File: src/logic/rae_consts.svh
// Timing figures and limits shared by the relay alarm evaluator files.
`ifndef RAE_CONSTS_SVH
`define RAE_CONSTS_SVH

// System clock rate in kHz (50 MHz, 20 ns period).
`define RAE_CLK_KHZ 50000
// One step of the relay delay, in milliseconds.
`define RAE_DELAY_STEP_MS 200
// Largest relay delay in steps (4 seconds of 200 ms steps).
`define RAE_DELAY_MAX_STEPS 20
// Half period of the LED flash, in milliseconds.
`define RAE_FLASH_MS 250
// Length of the status LED blink on a capture press, in milliseconds.
`define RAE_BLINK_MS 100
// Samples that span the rate-of-change interval of 1 second.
`define RAE_ROC_SAMPLES 5
// Default sample width in bits.
`define RAE_SAMPLE_BITS 16

`endif

File: src/logic/rae_pkg.sv
// Types shared by the relay alarm evaluator modules.
package rae_pkg;

	// Operating function selected for one relay.
	typedef enum logic [2:0] {
		FUNC_LIMIT,
		FUNC_WINDOW,
		FUNC_ONOFF,
		FUNC_PEAK,
		FUNC_ROC
	} rae_func_type;

	// Peak or valley detection progress of one relay.
	typedef enum logic [1:0] {
		PV_IDLE,
		PV_ARMED,
		PV_ALARM
	} rae_pv_type;

endpackage : rae_pkg

File: src/logic/rae_alarm_evaluator.sv
// Per-relay alarm evaluation, relay drive and front-panel indicators.
`timescale 1ns/10ps
`include "rae_consts.svh"

module rae_alarm_evaluator #(
	parameter int NREL         = 2,
	parameter int SW           = `RAE_SAMPLE_BITS,
	parameter int STEP_CYCLES  = `RAE_DELAY_STEP_MS * `RAE_CLK_KHZ,
	parameter int FLASH_CYCLES = `RAE_FLASH_MS * `RAE_CLK_KHZ,
	parameter int BLINK_CYCLES = `RAE_BLINK_MS * `RAE_CLK_KHZ,
	parameter int SB           = $clog2(`RAE_DELAY_MAX_STEPS + 1)
) (
	input  wire logic                  clk_i,
	input  wire logic                  sys_rst_i,
	input  wire logic signed [SW-1:0]  sample_i,
	input  wire logic                  sample_valid_i,
	input  wire logic                  open_sensor_i,
	input  wire logic                  lead_break_i,
	input  wire logic                  over_range_i,
	input  wire logic                  under_range_i,
	input  wire logic                  diag_busy_i,
	input  wire logic                  diag_fail_i,
	input  rae_pkg::rae_func_type      func_i [NREL],
	input  wire logic                  limit_high_i [NREL],
	input  wire logic signed [SW-1:0]  sp_hi_i [NREL],
	input  wire logic signed [SW-1:0]  sp_lo_i [NREL],
	input  wire logic signed [SW-1:0]  deadband_i [NREL],
	input  wire logic [SB-1:0]         delay_steps_i [NREL],
	input  wire logic                  latch_en_i [NREL],
	input  wire logic                  failsafe_i [NREL],
	input  wire logic                  sw_reset_i [NREL],
	input  wire logic                  reset_btn_i [NREL],
	input  wire logic                  field_mode_i,
	input  wire logic                  capture_btn_i,
	input  wire logic                  field_edit_i [NREL],
	input  wire logic                  field_param2_i [NREL],
	input  wire logic                  host_configured_i,
	input  wire logic                  field_write_req_i,
	output logic                       field_write_ok_o,
	output logic                       alarm_o [NREL],
	output logic                       relay_coil_o [NREL],
	output logic                       relay_led_o [NREL],
	output logic                       run_led_o,
	output logic                       status_led_o
);
	import rae_pkg::*;

	localparam int WW = SW + 2;
	localparam int NS = `RAE_ROC_SAMPLES;
	localparam int FW = $clog2(FLASH_CYCLES + 1);
	localparam int BW = $clog2(BLINK_CYCLES + 1);

	if (NREL < 1 || NREL > 2 || SW < 4 || FLASH_CYCLES < 1 ||
	    BLINK_CYCLES < 1) begin : g_bad
		$error("rae_alarm_evaluator: unsupported parameter values");
	end

	// Sign-extends a sample so sums with a deadband cannot wrap.
	function automatic logic signed [WW-1:0] wide(
		input logic signed [SW-1:0] v);
		return signed'({{2{v[SW-1]}}, v});
	endfunction : wide

	// Magnitude of a widened difference.
	function automatic logic signed [WW-1:0] mag(
		input logic signed [WW-1:0] v);
		return v[WW-1] ? -v : v;
	endfunction : mag

	// Sample hold and history for the rate calculation.
	logic signed [SW-1:0] samp;
	logic signed [SW-1:0] next_samp;
	logic signed [SW-1:0] hist [NS];
	logic signed [SW-1:0] next_hist [NS];
	logic [2:0]           fill;
	logic [2:0]           next_fill;
	logic signed [WW-1:0] rate_abs;
	logic                 rate_ok;

	// Shifts a new sample in on each valid strobe.
	always_comb begin
		next_samp = samp;
		next_hist = hist;
		next_fill = fill;
		if (sample_valid_i) begin
			next_samp = sample_i;
			next_hist[0] = samp;
			for (int i = 1; i < NS; i++) begin
				next_hist[i] = hist[i-1];
			end
			if (fill != 3'(NS + 1)) begin
				next_fill = fill + 3'd1;
			end
		end
	end

	always_ff @(posedge clk_i) begin
		if (sys_rst_i) begin
			samp <= '0;
			hist <= '{default: '0};
			fill <= '0;
		end else begin
			samp <= next_samp;
			hist <= next_hist;
			fill <= next_fill;
		end
	end

	// change across five sample intervals
	// Sum of five deltas across 1 s equals newest minus oldest.
	// Five deltas need six real samples, else the oldest is a reset zero.
	assign rate_abs = mag(wide(samp) - wide(hist[NS-1]));
	assign rate_ok  = (fill == 3'(NS + 1));

	// Pin inputs pass three flops; a level counts once stages 2 and 3 agree.
	logic [NREL:0] pin_raw;
	logic [NREL:0] s1, s2, s3, lvl, lvl_d;
	logic [NREL:0] next_lvl;

	always_comb begin
		for (int i = 0; i < NREL; i++) begin
			pin_raw[i] = reset_btn_i[i];
		end
		pin_raw[NREL] = capture_btn_i;
		next_lvl = lvl;
		for (int i = 0; i <= NREL; i++) begin
			if (s2[i] == s3[i]) begin
				next_lvl[i] = s3[i];
			end
		end
	end

	always_ff @(posedge clk_i) begin
		if (sys_rst_i) begin
			s1    <= '0;
			s2    <= '0;
			s3    <= '0;
			lvl   <= '0;
			lvl_d <= '0;
		end else begin
			s1    <= pin_raw;
			s2    <= s1;
			s3    <= s2;
			lvl   <= next_lvl;
			lvl_d <= lvl;
		end
	end

	// Flash square wave and capture blink timer.
	logic [FW-1:0] flash_cnt, next_flash_cnt;
	logic          flash, next_flash;
	logic [BW-1:0] blink_cnt, next_blink_cnt;

	always_comb begin
		next_flash_cnt = flash_cnt + FW'(1);
		next_flash     = flash;
		if (flash_cnt == FW'(FLASH_CYCLES - 1)) begin
			next_flash_cnt = '0;
			next_flash     = !flash;
		end
		next_blink_cnt = blink_cnt;
		if (field_mode_i && lvl[NREL] && !lvl_d[NREL]) begin
			next_blink_cnt = BW'(BLINK_CYCLES);
		end else if (blink_cnt != '0) begin
			next_blink_cnt = blink_cnt - BW'(1);
		end
	end

	always_ff @(posedge clk_i) begin
		if (sys_rst_i) begin
			flash_cnt <= '0;
			flash     <= 1'b0;
			blink_cnt <= '0;
		end else begin
			flash_cnt <= next_flash_cnt;
			flash     <= next_flash;
			blink_cnt <= next_blink_cnt;
		end
	end

	assign field_write_ok_o = field_mode_i && host_configured_i &&
	                          field_write_req_i;

	// Panel LEDs shared by all relays.
	logic next_run_led, next_status_led, fault;

	always_comb begin
		fault = open_sensor_i || lead_break_i || over_range_i ||
		        under_range_i;
		if (field_mode_i) begin
			next_run_led    = 1'b0;
			next_status_led = (blink_cnt != '0);
		end else begin
			next_run_led    = (diag_busy_i || diag_fail_i) ? flash : 1'b1;
			next_status_led = fault && flash;
		end
	end

	always_ff @(posedge clk_i) begin
		if (sys_rst_i) begin
			run_led_o    <= 1'b0;
			status_led_o <= 1'b0;
		end else begin
			run_led_o    <= next_run_led;
			status_led_o <= next_status_led;
		end
	end

	for (genvar g = 0; g < NREL; g++) begin : g_rel
		logic                 alarm, next_alarm;
		rae_pv_type           pv, next_pv;
		logic signed [SW-1:0] ext, next_ext;
		logic signed [WW-1:0] x, hi, lo, db;
		logic                 peak, enter_c, leave_c, enter_d, leave_d;
		logic                 reset_req, coil, led;

		// Entry and exit conditions for the selected function.
		always_comb begin
			x       = wide(samp);
			hi      = wide(sp_hi_i[g]);
			lo      = wide(sp_lo_i[g]);
			db      = wide(deadband_i[g]);
			peak    = (sp_hi_i[g] > sp_lo_i[g]);
			enter_c = 1'b0;
			leave_c = 1'b0;
			case (func_i[g])
				FUNC_LIMIT: begin
					if (limit_high_i[g]) begin
						enter_c = x > hi;
						leave_c = x <= hi - db;
					end else begin
						enter_c = x < lo;
						leave_c = x >= lo + db;
					end
				end
				FUNC_WINDOW: begin
					enter_c = (x > hi) || (x < lo);
					leave_c = (x <= hi - db) && (x >= lo + db);
				end
				FUNC_ONOFF: begin
					enter_c = x > hi;
					leave_c = x < lo;
				end
				FUNC_PEAK: enter_c = peak ? (x > hi) : (x < hi);
				default: ;
			endcase
			reset_req = lvl[g] || sw_reset_i[g];
		end

		rae_delay_timer #(
			.STEP_CYCLES (STEP_CYCLES),
			.MAX_STEPS   (`RAE_DELAY_MAX_STEPS),
			.SB          (SB)
		) u_enter (
			.clk_i     (clk_i),
			.sys_rst_i (sys_rst_i),
			.cond_i    (enter_c && !alarm && pv == PV_IDLE),
			.steps_i   (delay_steps_i[g]),
			.done_o    (enter_d)
		);

		rae_delay_timer #(
			.STEP_CYCLES (STEP_CYCLES),
			.MAX_STEPS   (`RAE_DELAY_MAX_STEPS),
			.SB          (SB)
		) u_leave (
			.clk_i     (clk_i),
			.sys_rst_i (sys_rst_i),
			.cond_i    (leave_c && alarm),
			.steps_i   (delay_steps_i[g]),
			.done_o    (leave_d)
		);

		// Alarm state per function.
		always_comb begin
			next_alarm = alarm;
			next_pv    = PV_IDLE;
			next_ext   = ext;
			case (func_i[g])
				FUNC_PEAK: begin
					next_pv = pv;
					case (pv)
						PV_IDLE: begin
							if (enter_d) begin
								next_pv  = PV_ARMED;
								next_ext = samp;
							end
						end
						PV_ARMED: begin
							if (peak ? (x > wide(ext)) : (x < wide(ext))) begin
								next_ext = samp;
							end
							if (peak ? (x <= wide(ext) - db)
							         : (x >= wide(ext) + db)) begin
								next_pv    = PV_ALARM;
								next_alarm = 1'b1;
							end
						end
						default: begin
							if (peak ? (x < lo) : (x > lo)) begin
								next_pv    = PV_IDLE;
								next_alarm = 1'b0;
							end
						end
					endcase
				end
				FUNC_ROC: begin
					if (rate_ok && rate_abs > hi) begin
						next_alarm = 1'b1;
					end else if (rate_abs < lo) begin
						next_alarm = 1'b0;
					end
				end
				default: begin
					if (!alarm && enter_d) begin
						next_alarm = 1'b1;
					end else if (alarm && leave_d && (!latch_en_i[g] ||
					             func_i[g] == FUNC_ONOFF || reset_req)) begin
						next_alarm = 1'b0;
					end
				end
			endcase
			coil = failsafe_i[g] ? !next_alarm : next_alarm;
			if (field_mode_i) begin
				led = field_edit_i[g] && (field_param2_i[g] ? flash : 1'b1);
			end else begin
				led = next_alarm;
			end
		end

		always_ff @(posedge clk_i) begin
			if (sys_rst_i) begin
				alarm           <= 1'b0;
				pv              <= PV_IDLE;
				ext             <= '0;
				relay_coil_o[g] <= 1'b0;
				relay_led_o[g]  <= 1'b0;
			end else begin
				alarm           <= next_alarm;
				pv              <= next_pv;
				ext             <= next_ext;
				relay_coil_o[g] <= coil;
				relay_led_o[g]  <= led;
			end
		end

		assign alarm_o[g] = alarm;

		// The coil is held low through reset, so the edge after release is skipped.
		property p_coil_pol;
			@(posedge clk_i) disable iff (sys_rst_i)
			!$past(sys_rst_i) |->
			relay_coil_o[g] == (failsafe_i[g] ? !alarm : alarm);
		endproperty
		a_coil_pol: assert property (p_coil_pol)
			else $error("Coil polarity does not follow alarm.");

		property p_onoff_nolatch;
			@(posedge clk_i) disable iff (sys_rst_i)
			(func_i[g] == FUNC_ONOFF && alarm && leave_d) |=> !alarm;
		endproperty
		a_onoff_nolatch: assert property (p_onoff_nolatch)
			else $error("On/off relay stayed latched.");

		property p_limit_entry;
			@(posedge clk_i) disable iff (sys_rst_i)
			(func_i[g] == FUNC_LIMIT && !alarm && !enter_d) |=> !alarm;
		endproperty
		a_limit_entry: assert property (p_limit_entry)
			else $error("Limit alarm set before the delay expired.");

		property p_latch_hold;
			@(posedge clk_i) disable iff (sys_rst_i)
			(func_i[g] inside {FUNC_LIMIT, FUNC_WINDOW} && latch_en_i[g] &&
			 alarm && !reset_req) |=> alarm;
		endproperty
		a_latch_hold: assert property (p_latch_hold)
			else $error("Latched relay left alarm without reset.");

		property p_pv_trip;
			@(posedge clk_i) disable iff (sys_rst_i)
			(func_i[g] == FUNC_PEAK && pv == PV_ARMED && peak &&
			 x <= wide(ext) - db) |=> (alarm && pv == PV_ALARM);
		endproperty
		a_pv_trip: assert property (p_pv_trip)
			else $error("Peak retreat did not alarm at once.");

		property p_pv_clear;
			@(posedge clk_i) disable iff (sys_rst_i)
			(func_i[g] == FUNC_PEAK && pv == PV_ALARM && !peak && x > lo)
			|=> !alarm;
		endproperty
		a_pv_clear: assert property (p_pv_clear)
			else $error("Valley alarm did not clear at deactivate.");

		property p_roc_trip;
			@(posedge clk_i) disable iff (sys_rst_i)
			(func_i[g] == FUNC_ROC && rate_ok && rate_abs > hi) |=> alarm;
		endproperty
		a_roc_trip: assert property (p_roc_trip)
			else $error("Rate alarm missed.");

		property p_led_alarm;
			@(posedge clk_i) disable iff (sys_rst_i)
			!field_mode_i |=> relay_led_o[g] == alarm;
		endproperty
		a_led_alarm: assert property (p_led_alarm)
			else $error("Relay LED does not show alarm.");
	end

	property p_field_run_off;
		@(posedge clk_i) disable iff (sys_rst_i)
		field_mode_i |=> !run_led_o;
	endproperty
	a_field_run_off: assert property (p_field_run_off)
		else $error("Run LED lit in field mode.");

	property p_run_steady;
		@(posedge clk_i) disable iff (sys_rst_i)
		(!sys_rst_i && !field_mode_i && !diag_busy_i && !diag_fail_i)
		|=> run_led_o;
	endproperty
	a_run_steady: assert property (p_run_steady)
		else $error("Run LED not steady in normal operation.");

	property p_field_gate;
		@(posedge clk_i) disable iff (sys_rst_i)
		field_write_ok_o |-> (host_configured_i && field_mode_i);
	endproperty
	a_field_gate: assert property (p_field_gate)
		else $error("Field edit allowed before host setup.");

endmodule : rae_alarm_evaluator

File: src/logic/rae_delay_timer.sv
// Qualifying delay timer that counts 200 ms steps while a condition holds.
`timescale 1ns/10ps
`include "rae_consts.svh"

module rae_delay_timer #(
	parameter int STEP_CYCLES = `RAE_DELAY_STEP_MS * `RAE_CLK_KHZ,
	parameter int MAX_STEPS   = `RAE_DELAY_MAX_STEPS,
	parameter int SB          = $clog2(MAX_STEPS + 1)
) (
	input  wire logic          clk_i,
	input  wire logic          sys_rst_i,
	input  wire logic          cond_i,
	input  wire logic [SB-1:0] steps_i,
	output logic               done_o
);
	localparam int CW = $clog2(STEP_CYCLES + 1);

	logic [CW-1:0] cyc;
	logic [CW-1:0] next_cyc;
	logic [SB-1:0] stp;
	logic [SB-1:0] next_stp;
	logic [SB-1:0] lim;

	if (STEP_CYCLES < 1 || MAX_STEPS < 1 || MAX_STEPS >= (1 << SB))
	begin : g_bad
		$error("rae_delay_timer: step length and count must be positive");
	end

	// clamp to four seconds
	// A request beyond the largest step count is served as the largest.
	assign lim = (steps_i > SB'(MAX_STEPS)) ? SB'(MAX_STEPS) : steps_i;

	// Counts whole steps; holds once the requested count is reached.
	always_comb begin
		next_cyc = cyc;
		next_stp = stp;
		if (!cond_i) begin
			next_cyc = '0;
			next_stp = '0;
		end else if (stp < lim) begin
			if (cyc == CW'(STEP_CYCLES - 1)) begin
				next_cyc = '0;
				next_stp = stp + SB'(1);
			end else begin
				next_cyc = cyc + CW'(1);
			end
		end
	end

	always_ff @(posedge clk_i) begin
		if (sys_rst_i) begin
			cyc <= '0;
			stp <= '0;
		end else begin
			cyc <= next_cyc;
			stp <= next_stp;
		end
	end

	assign done_o = cond_i && (stp >= lim);

	property p_restart;
		@(posedge clk_i) disable iff (sys_rst_i)
		!cond_i |=> (stp == '0 && cyc == '0);
	endproperty
	a_restart: assert property (p_restart)
		else $error("Delay timer did not restart after lapse.");

	property p_delay_held;
		@(posedge clk_i) disable iff (sys_rst_i)
		(done_o && steps_i != '0) |-> $past(cond_i);
	endproperty
	a_delay_held: assert property (p_delay_held)
		else $error("Delay expired without the condition held.");

endmodule : rae_delay_timer

File: config.mk
export PLATFORM = sky130hd
export DESIGN_NAME = rae_alarm_evaluator
export DESIGN_NICKNAME = d
export VERILOG_FILES = /design/src/logic/rae_pkg.sv /design/src/logic/rae_alarm_evaluator.sv /design/src/logic/rae_delay_timer.sv
export VERILOG_INCLUDE_DIRS = /design/src /design/src/logic
export SDC_FILE = /design/constraint.sdc
export NUM_CORES = 1
export LEC_CHECK = 0
export ABC_AREA = 1
export BUFFER_PORTS_ARGS = -buffer_cell sky130_fd_sc_hd__buf_2
export CORE_MARGIN = 2
export CORE_UTILIZATION = 40
export CTS_CLUSTER_SIZE = 20
export DETAILED_ROUTE_END_ITERATION = 7
export GPL_ROUTABILITY_DRIVEN = 0
export PLACE_DENSITY = 0.58
export SLEW_MARGIN = 20
export SYNTH_ARGS = -nofsm -noshare
export SYNTH_HDL_FRONTEND = slang
export SYNTH_SLANG_ARGS = --single-unit
export TNS_END_PERCENT = 1
File: constraint.sdc
create_clock -name clk_i -period 4.49 [get_ports clk_i]
set_input_delay 0.898 -clock clk_i [delete_from_list [all_inputs] [get_ports clk_i]]
set_output_delay 0.898 -clock clk_i [all_outputs]
set_load 0.005 [all_outputs]
==> results.py, run 1 <==
metrics = {
    "pwr": {
        "p_leak_nw": 18.0,
        "peakVddDrop_uv": 293,
        "total_power_mw": 10.8,
        "power.density_nw_per_um2": 291,
    },
    "worst_setup_path": {
        "crit_buf_inv": 4,
        "r2r_cells": 33,
        "slowest_delay_ns": 0.39,
        "required_ns": 4.95,
        "critPathLaunchType": "primary input",
        "cp_max_fo": 8,
        "critical_path_class": "in -> reg",
        "cpMostUsedCell": "nand2_1",
        "reg2reg_to": "relay_coil_o[0]",
        "critPathCapture": "g_rel[0].u_leave.cyc[19]",
        "critPathLaunch": "sp_hi_i[16]",
        "reg2reg_slack_ns": 0.08,
        "reg2reg_from": "samp[0]",
        "crit_arrival_ns": 4.90,
        "endpoint_kind": "register",
        "crit_slowest_cell": "fa_2",
        "crit_family": "simple AND/OR/NAND/NOR gates",
        "worst-path-stages": 28,
    },
    "cells_and_area": {
        "final_design_area_no_fill_sq_um": 37100,
        "layout-drive-gt1-share": 0.204,
        "fin_util": 0.508,
        "fin_cells": 5901,
        "nNetsFinal": 5591,
        "area.growth.synth_to_final_pct": 25.9,
    },
    "sta": {
        "worst_slew_pin_slew_ns": 1.09,
        "drv_slew": 0,
        "slew_headroom": 0.274,
        "fin_crit_sh": 0.988,
        "finalWorstPathRequiredPeriod_ns": 4.44,
        "setup_viol": 0,
        "rsz0062_at_grt": "true",
        "fin_ws_ns": 0.0549,
        "finalHoldViolCount": 0,
        "fin_worst_skew_ns": 0.0246,
        "fmax_ghz": 0.225,
        "worst_hold_slack_ns": 0.402,
        "tns_ns": 0,
    },
    "detailed_routing": {
        "num_vias": 30100,
        "vias_per_cell": 5.11,
        "wl_per_cell_um": 16.3,
        "postRouteAntennaNets": 0,
        "drtPass1Iterations": 7,
        "drt-initial-drc-count": 1982,
        "drt_wl_total_mm": 96.3,
        "drc": 0,
    },
    "cts": {
        "cts_tree": "yes",
        "clock_latency_ns": 0.56,
        "cts_root_buf": "clkbuf_16",
        "cts-buffers-inserted": 38,
        "clk_pin_slew_ns": 0.06,
        "clock_sink_count": 320,
        "cts_buffer_depth": 3,
        "htree_levels": 2,
    },
    "global_route": {
        "antenna_found_initial": 2,
        "grt_start_max_net_pins": 83,
        "overflow": 0,
        "grt_pass1_vias": 27700,
        "grt_pass1_wl_mm": 147,
        "grt.total_usage": 0.246,
    },
    "die": {
        "die_y_um": 275,
        "die_area_sq_um": 75800,
        "core_area_sq_um": 73000,
        "ioPinCount": 164,
        "rows": 99,
        "die_width_um": 275,
        "start_util": 0.403,
    },
    "place": {
        "io_buffers": 163,
        "dpl-instance-area_sq_um": 34400,
        "placedCellCount": 5801,
        "hpwlAfterDp_mm": 75.6,
        "pre_cts_slack_ns": -0.779,
    },
    "synth": {
        "synth_top_cell_by_area": "dfxtp_1",
        "netlist_area_sq_um": 29400,
        "synthFlopType": "dfxtp_1",
        "yosysTopAreaCellShare": 0.218,
        "synth_common_cells": "nand2_1 (803), inv_1 (596), ha_1 (511), nor2_1 (486), a21oi_1 (429)",
        "synth_cell_type_count": 65,
        "synth_edf_count": 0,
        "syn_inst": 4319,
        "synth-async-reset-ratio": 0,
        "ys_top_cells_by_area": "dfxtp_1 (22%), ha_1 (22%), nand2_1 (10%)",
        "postSynthAreaPerCell_sq_um": 6.81,
        "synth-seq-area-share": 0.218,
        "yosys_register_bits": 320,
        "synth_warnings": 0,
        "yosysMostFrequentCell": "nand2_1",
    },
    "run": {
        "drv_cap": 0,
    },
    "worst_hold_path": {
        "min_path_type": "reg -> reg",
    },
    "outcome": {
        "status": "finished clean",
    },
}
-- flip-flops by register name, summed over array words and instances (netlist names), 3 cells and up --
register / flops
g_rel.ext: 32
s3: 3
g_rel.u_leave.stp: 10
g_rel.pv: 4
flash_cnt: 24
s2: 3
s1: 3
hist: 80
blink_cnt: 23
fill: 3
g_rel.u_leave.cyc: 48
samp: 16
g_rel.u_enter.stp: 10
g_rel.u_enter.cyc: 48
lvl: 3
-- tightest hold or removal path: cells and delay by family (launching register included) --
family / cells / cell delay, ns
buffers and inverters: 1 / 0.04
flip-flops: 1 / 0.29
AND/OR/NAND/NOR: 1 / 0.03
-- cells by family after synthesis --
group                      Yosys count  synth area share
and+or+nand+nor                   1817             0.271
AOI/OAI and AO/OA                  797             0.148
buffers and inverters              695            0.0902
adders and majority gates          520             0.223
DFF                                320             0.218
xor gates and xnor gates           169            0.0503
other                                1          0.000127
-- cell usage in the layout (no fill, tap or decap), types with 40 or more instances in the layout --
master       n
ha_1       489
nor2_1     459
buf_2      161
xor2_1     127
clkbuf_16   40
nand2_1    777
a21oi_1    390
inv_1      579
o21ai_0    179
nand4_1     80
buf_4      453
nand3_1    165
dfxtp_1    319
nor3_1      99
-- where the power goes --
part / switching (mW) / internal (mW) / total [mW]
combinational: 2.66 / 1.96 / 4.61
clock: 1.27 / 1.77 / 3.04
sequential: 0.116 / 3.00 / 3.12
total: 4.04 / 6.73 / 10.8
-- per-layer routing --
layer,GRT usage,up-vias,part of all wire,wire length [um]
met3,0.0336,178,0.052,5050
met4,0.0821,0,0.037,3560
met2,0.408,671,0.45,43300
met1,0.327,13700,0.46,44300
li1,-,15600,-,-
met5,0,-,0,0
-- repair_timing --
action / 4_1_cts / 5_1_grt
buffers inserted: 7 / 25
gates cloned: 0 / 3
pin swaps: 32 / 115
endpoints found under the hold margin: 0 / 0
resized for setup: 38 / 243
setup endpoints to repair: 35 / 66
hold buffers: 0 / 0
-- cell type report --
cell class / count / area [sq um]
fillers: 7398 / 35900
multi-input cells: 3307 / 21500
flip-flops and latches: 320 / 6410
repair buffers: 628 / 4400
inverters: 621 / 2340
well taps: 959 / 1200
clock buffers: 49 / 1010
clock inverters: 16 / 181
diodes: 1 / 2.50
-- how the worst min path moves through the flow --
stage,startpoint,to,slack [ns],cells past startpoint
after CTS,s1[0],s2[0],0.40,2
after detailed placement,s1[0],s2[0],0.40,2
after global routing,s1[0],s2[0],0.44,2
after floorplan,s1[0],s2[0],0.39,2
after global placement,s1[0],s2[0],0.39,2
final,s1[0],s2[0],0.40,2
No activity file was read; power rests on OpenSTA's default activity.
==> inputs of run 2 (changes only) <==
Settings changed: CORE_UTILIZATION 40 to 29, PLACE_DENSITY 0.58 to unset, PLACE_DENSITY_LB_ADDON set to 0.08, SETUP_SLACK_MARGIN set to 0.5.
==> results.py, run 2 (synthesis results as in run 1) <==
metrics = {
    "cells_and_area": {
        "top_regs": "hist: 80 flops, g_rel.u_enter.cyc: 48 flops, g_rel.u_leave.cyc: 48 flops",
        "area.growth.synth_to_final_pct": 28.8,
        "layout_commonest_cell": "nand2_1",
        "final_cell_mix": "nand2_1 (784), inv_1 (582), buf_4 (498)",
        "nNetsFinal": 5635,
        "regMostFlops": "hist",
        "layout-drive-gt1-share": 0.205,
        "largest_register_ffs": 80,
        "fin_cells": 6348,
    },
    "place": {
        "hpwlAfterDp_mm": 86.3,
        "io_buffers": 163,
        "placedCellCount": 6230,
        "pre_cts_slack_ns": -0.899,
    },
    "outcome": {
        "status": "finished clean",
    },
    "worst_setup_path": {
        "slowest_delay_ns": 0.34,
        "critPathLaunchType": "register",
        "endpoint_kind": "register",
        "crit_slowest_cell": "dfxtp_2",
        "critical_path_class": "reg -> reg",
        "reg2reg_from": "samp[0]",
        "critPathLaunch": "samp[0]",
        "cp_max_fo": 3,
        "required_ns": 4.98,
        "crit_arrival_ns": 4.89,
    },
    "detailed_routing": {
        "drt_wl_total_mm": 108,
        "postRouteAntennaNets": 0,
        "wl_per_cell_um": 17.0,
        "drt-initial-drc-count": 1537,
        "num_vias": 29800,
        "vias_per_cell": 4.70,
        "drtPass1Iterations": 5,
        "drc": 0,
    },
    "cts": {
        "cts_root_buf": "clkbuf_16",
        "ctsHoldBuffers": 0,
        "clock_latency_ns": 0.59,
        "clk_pin_slew_ns": 0.06,
        "cts_buffer_depth": 3,
        "clock_sink_count": 320,
        "cts-buffers-inserted": 40,
        "cts_tree": "yes",
        "htree_levels": 2,
    },
    "die": {
        "core_area_sq_um": 100000,
        "rows": 116,
        "start_util": 0.293,
        "die_area_sq_um": 104000,
        "die_y_um": 323,
        "ioPinCount": 164,
        "die_width_um": 323,
    },
    "sta": {
        "slew_headroom": 0.500,
        "fin_worst_skew_ns": 0.0290,
        "setup_viol": 0,
        "finalHoldViolCount": 0,
        "fmax_ghz": 0.227,
        "fin_crit_sh": 0.981,
        "rsz0062_at_grt": "true",
        "finalWorstPathRequiredPeriod_ns": 4.41,
        "fin_ws_ns": 0.0833,
        "worst_slew_pin_slew_ns": 0.740,
        "drv_slew": 0,
    },
    "worst_hold_path": {
        "min_path_type": "reg -> reg",
        "min-delay-start": "s1[0]",
    },
    "pwr": {
        "p_leak_nw": 18.3,
        "peakVddDrop_uv": 236,
        "total_power_mw": 10.9,
        "power.density_nw_per_um2": 288,
    },
    "global_route": {
        "overflow": 0,
        "grt_pass1_wl_mm": 165,
        "grt.total_usage": 0.205,
        "antenna_found_initial": 8,
        "grt_pass1_vias": 28800,
        "grt_start_max_net_pins": 83,
    },
    "run": {
        "drv_cap": 0,
    },
}
## run 2: worst paths after layout
check                                        to  depth (start not counted)  slack, ns
worst max-delay path            relay_coil_o[0]                         33       0.08
worst max register to register  relay_coil_o[0]                         33       0.08
worst min-delay path                      s2[0]                          2       0.40
worst min register to register            s2[0]                          2       0.40
## run 2: power by group
part           total [mW]  leakage, nW  switching [mW]  internal [mW]
combinational        4.58         15.1            2.66           1.93
sequential           3.12         2.61           0.114           3.00
clock                3.21        0.631            1.36           1.85
total                10.9         18.3            4.13           6.78
## run 2: layout make-up
cell class                 count  area (sq um)
tap                         1357          1700
antenna                        3          7.51
inverter                     621          2340
fill                       10900         62400
clock buffer                  56          1100
timing repair buffer         670          4750
multi-input combinational   3307         21400
clock inverter                14           179
sequential                   320          6410
## run 2: layer usage
layer / global-route usage / vias to the layer above / share of wire
li1: - / 15700 / -
met1: 0.281 / 13600 / 0.49
met2: 0.344 / 435 / 0.46
met3: 0.0191 / 127 / 0.033
met4: 0.0502 / 0 / 0.025
met5: 0 / - / 0
## run 2: what timing repair did
action | 4_1_cts | 5_1_grt
setup endpoints to repair | 68 | 68
gates resized for setup | 124 | 121
setup buffers | 30 | 13
pin swaps | 88 | 90
cloned | 2 | 0
## run 2: worst max-delay path, delay by kind of cell (launching register included)
kind / cells / cell delay, ns
fa+ha+maj: 3 / 0.76
compound gates: 4 / 0.51
xor+xnor: 2 / 0.28
buf+inv: 7 / 0.84
simple gates: 17 / 1.58
flops: 1 / 0.34
## run 2: through the flow
step,hold slack (ns),TNS (ns),util,instance area (sq um)
detailed placement,0.398,-48.82,0.351,35200
global placement,0.391,-44.79,0.351,35200
finish,0.403,0,0.378,37900
CTS,0.406,0,0.372,37300
floorplan,0.388,0,-,29500
global route,0.420,-6.54,0.378,37900
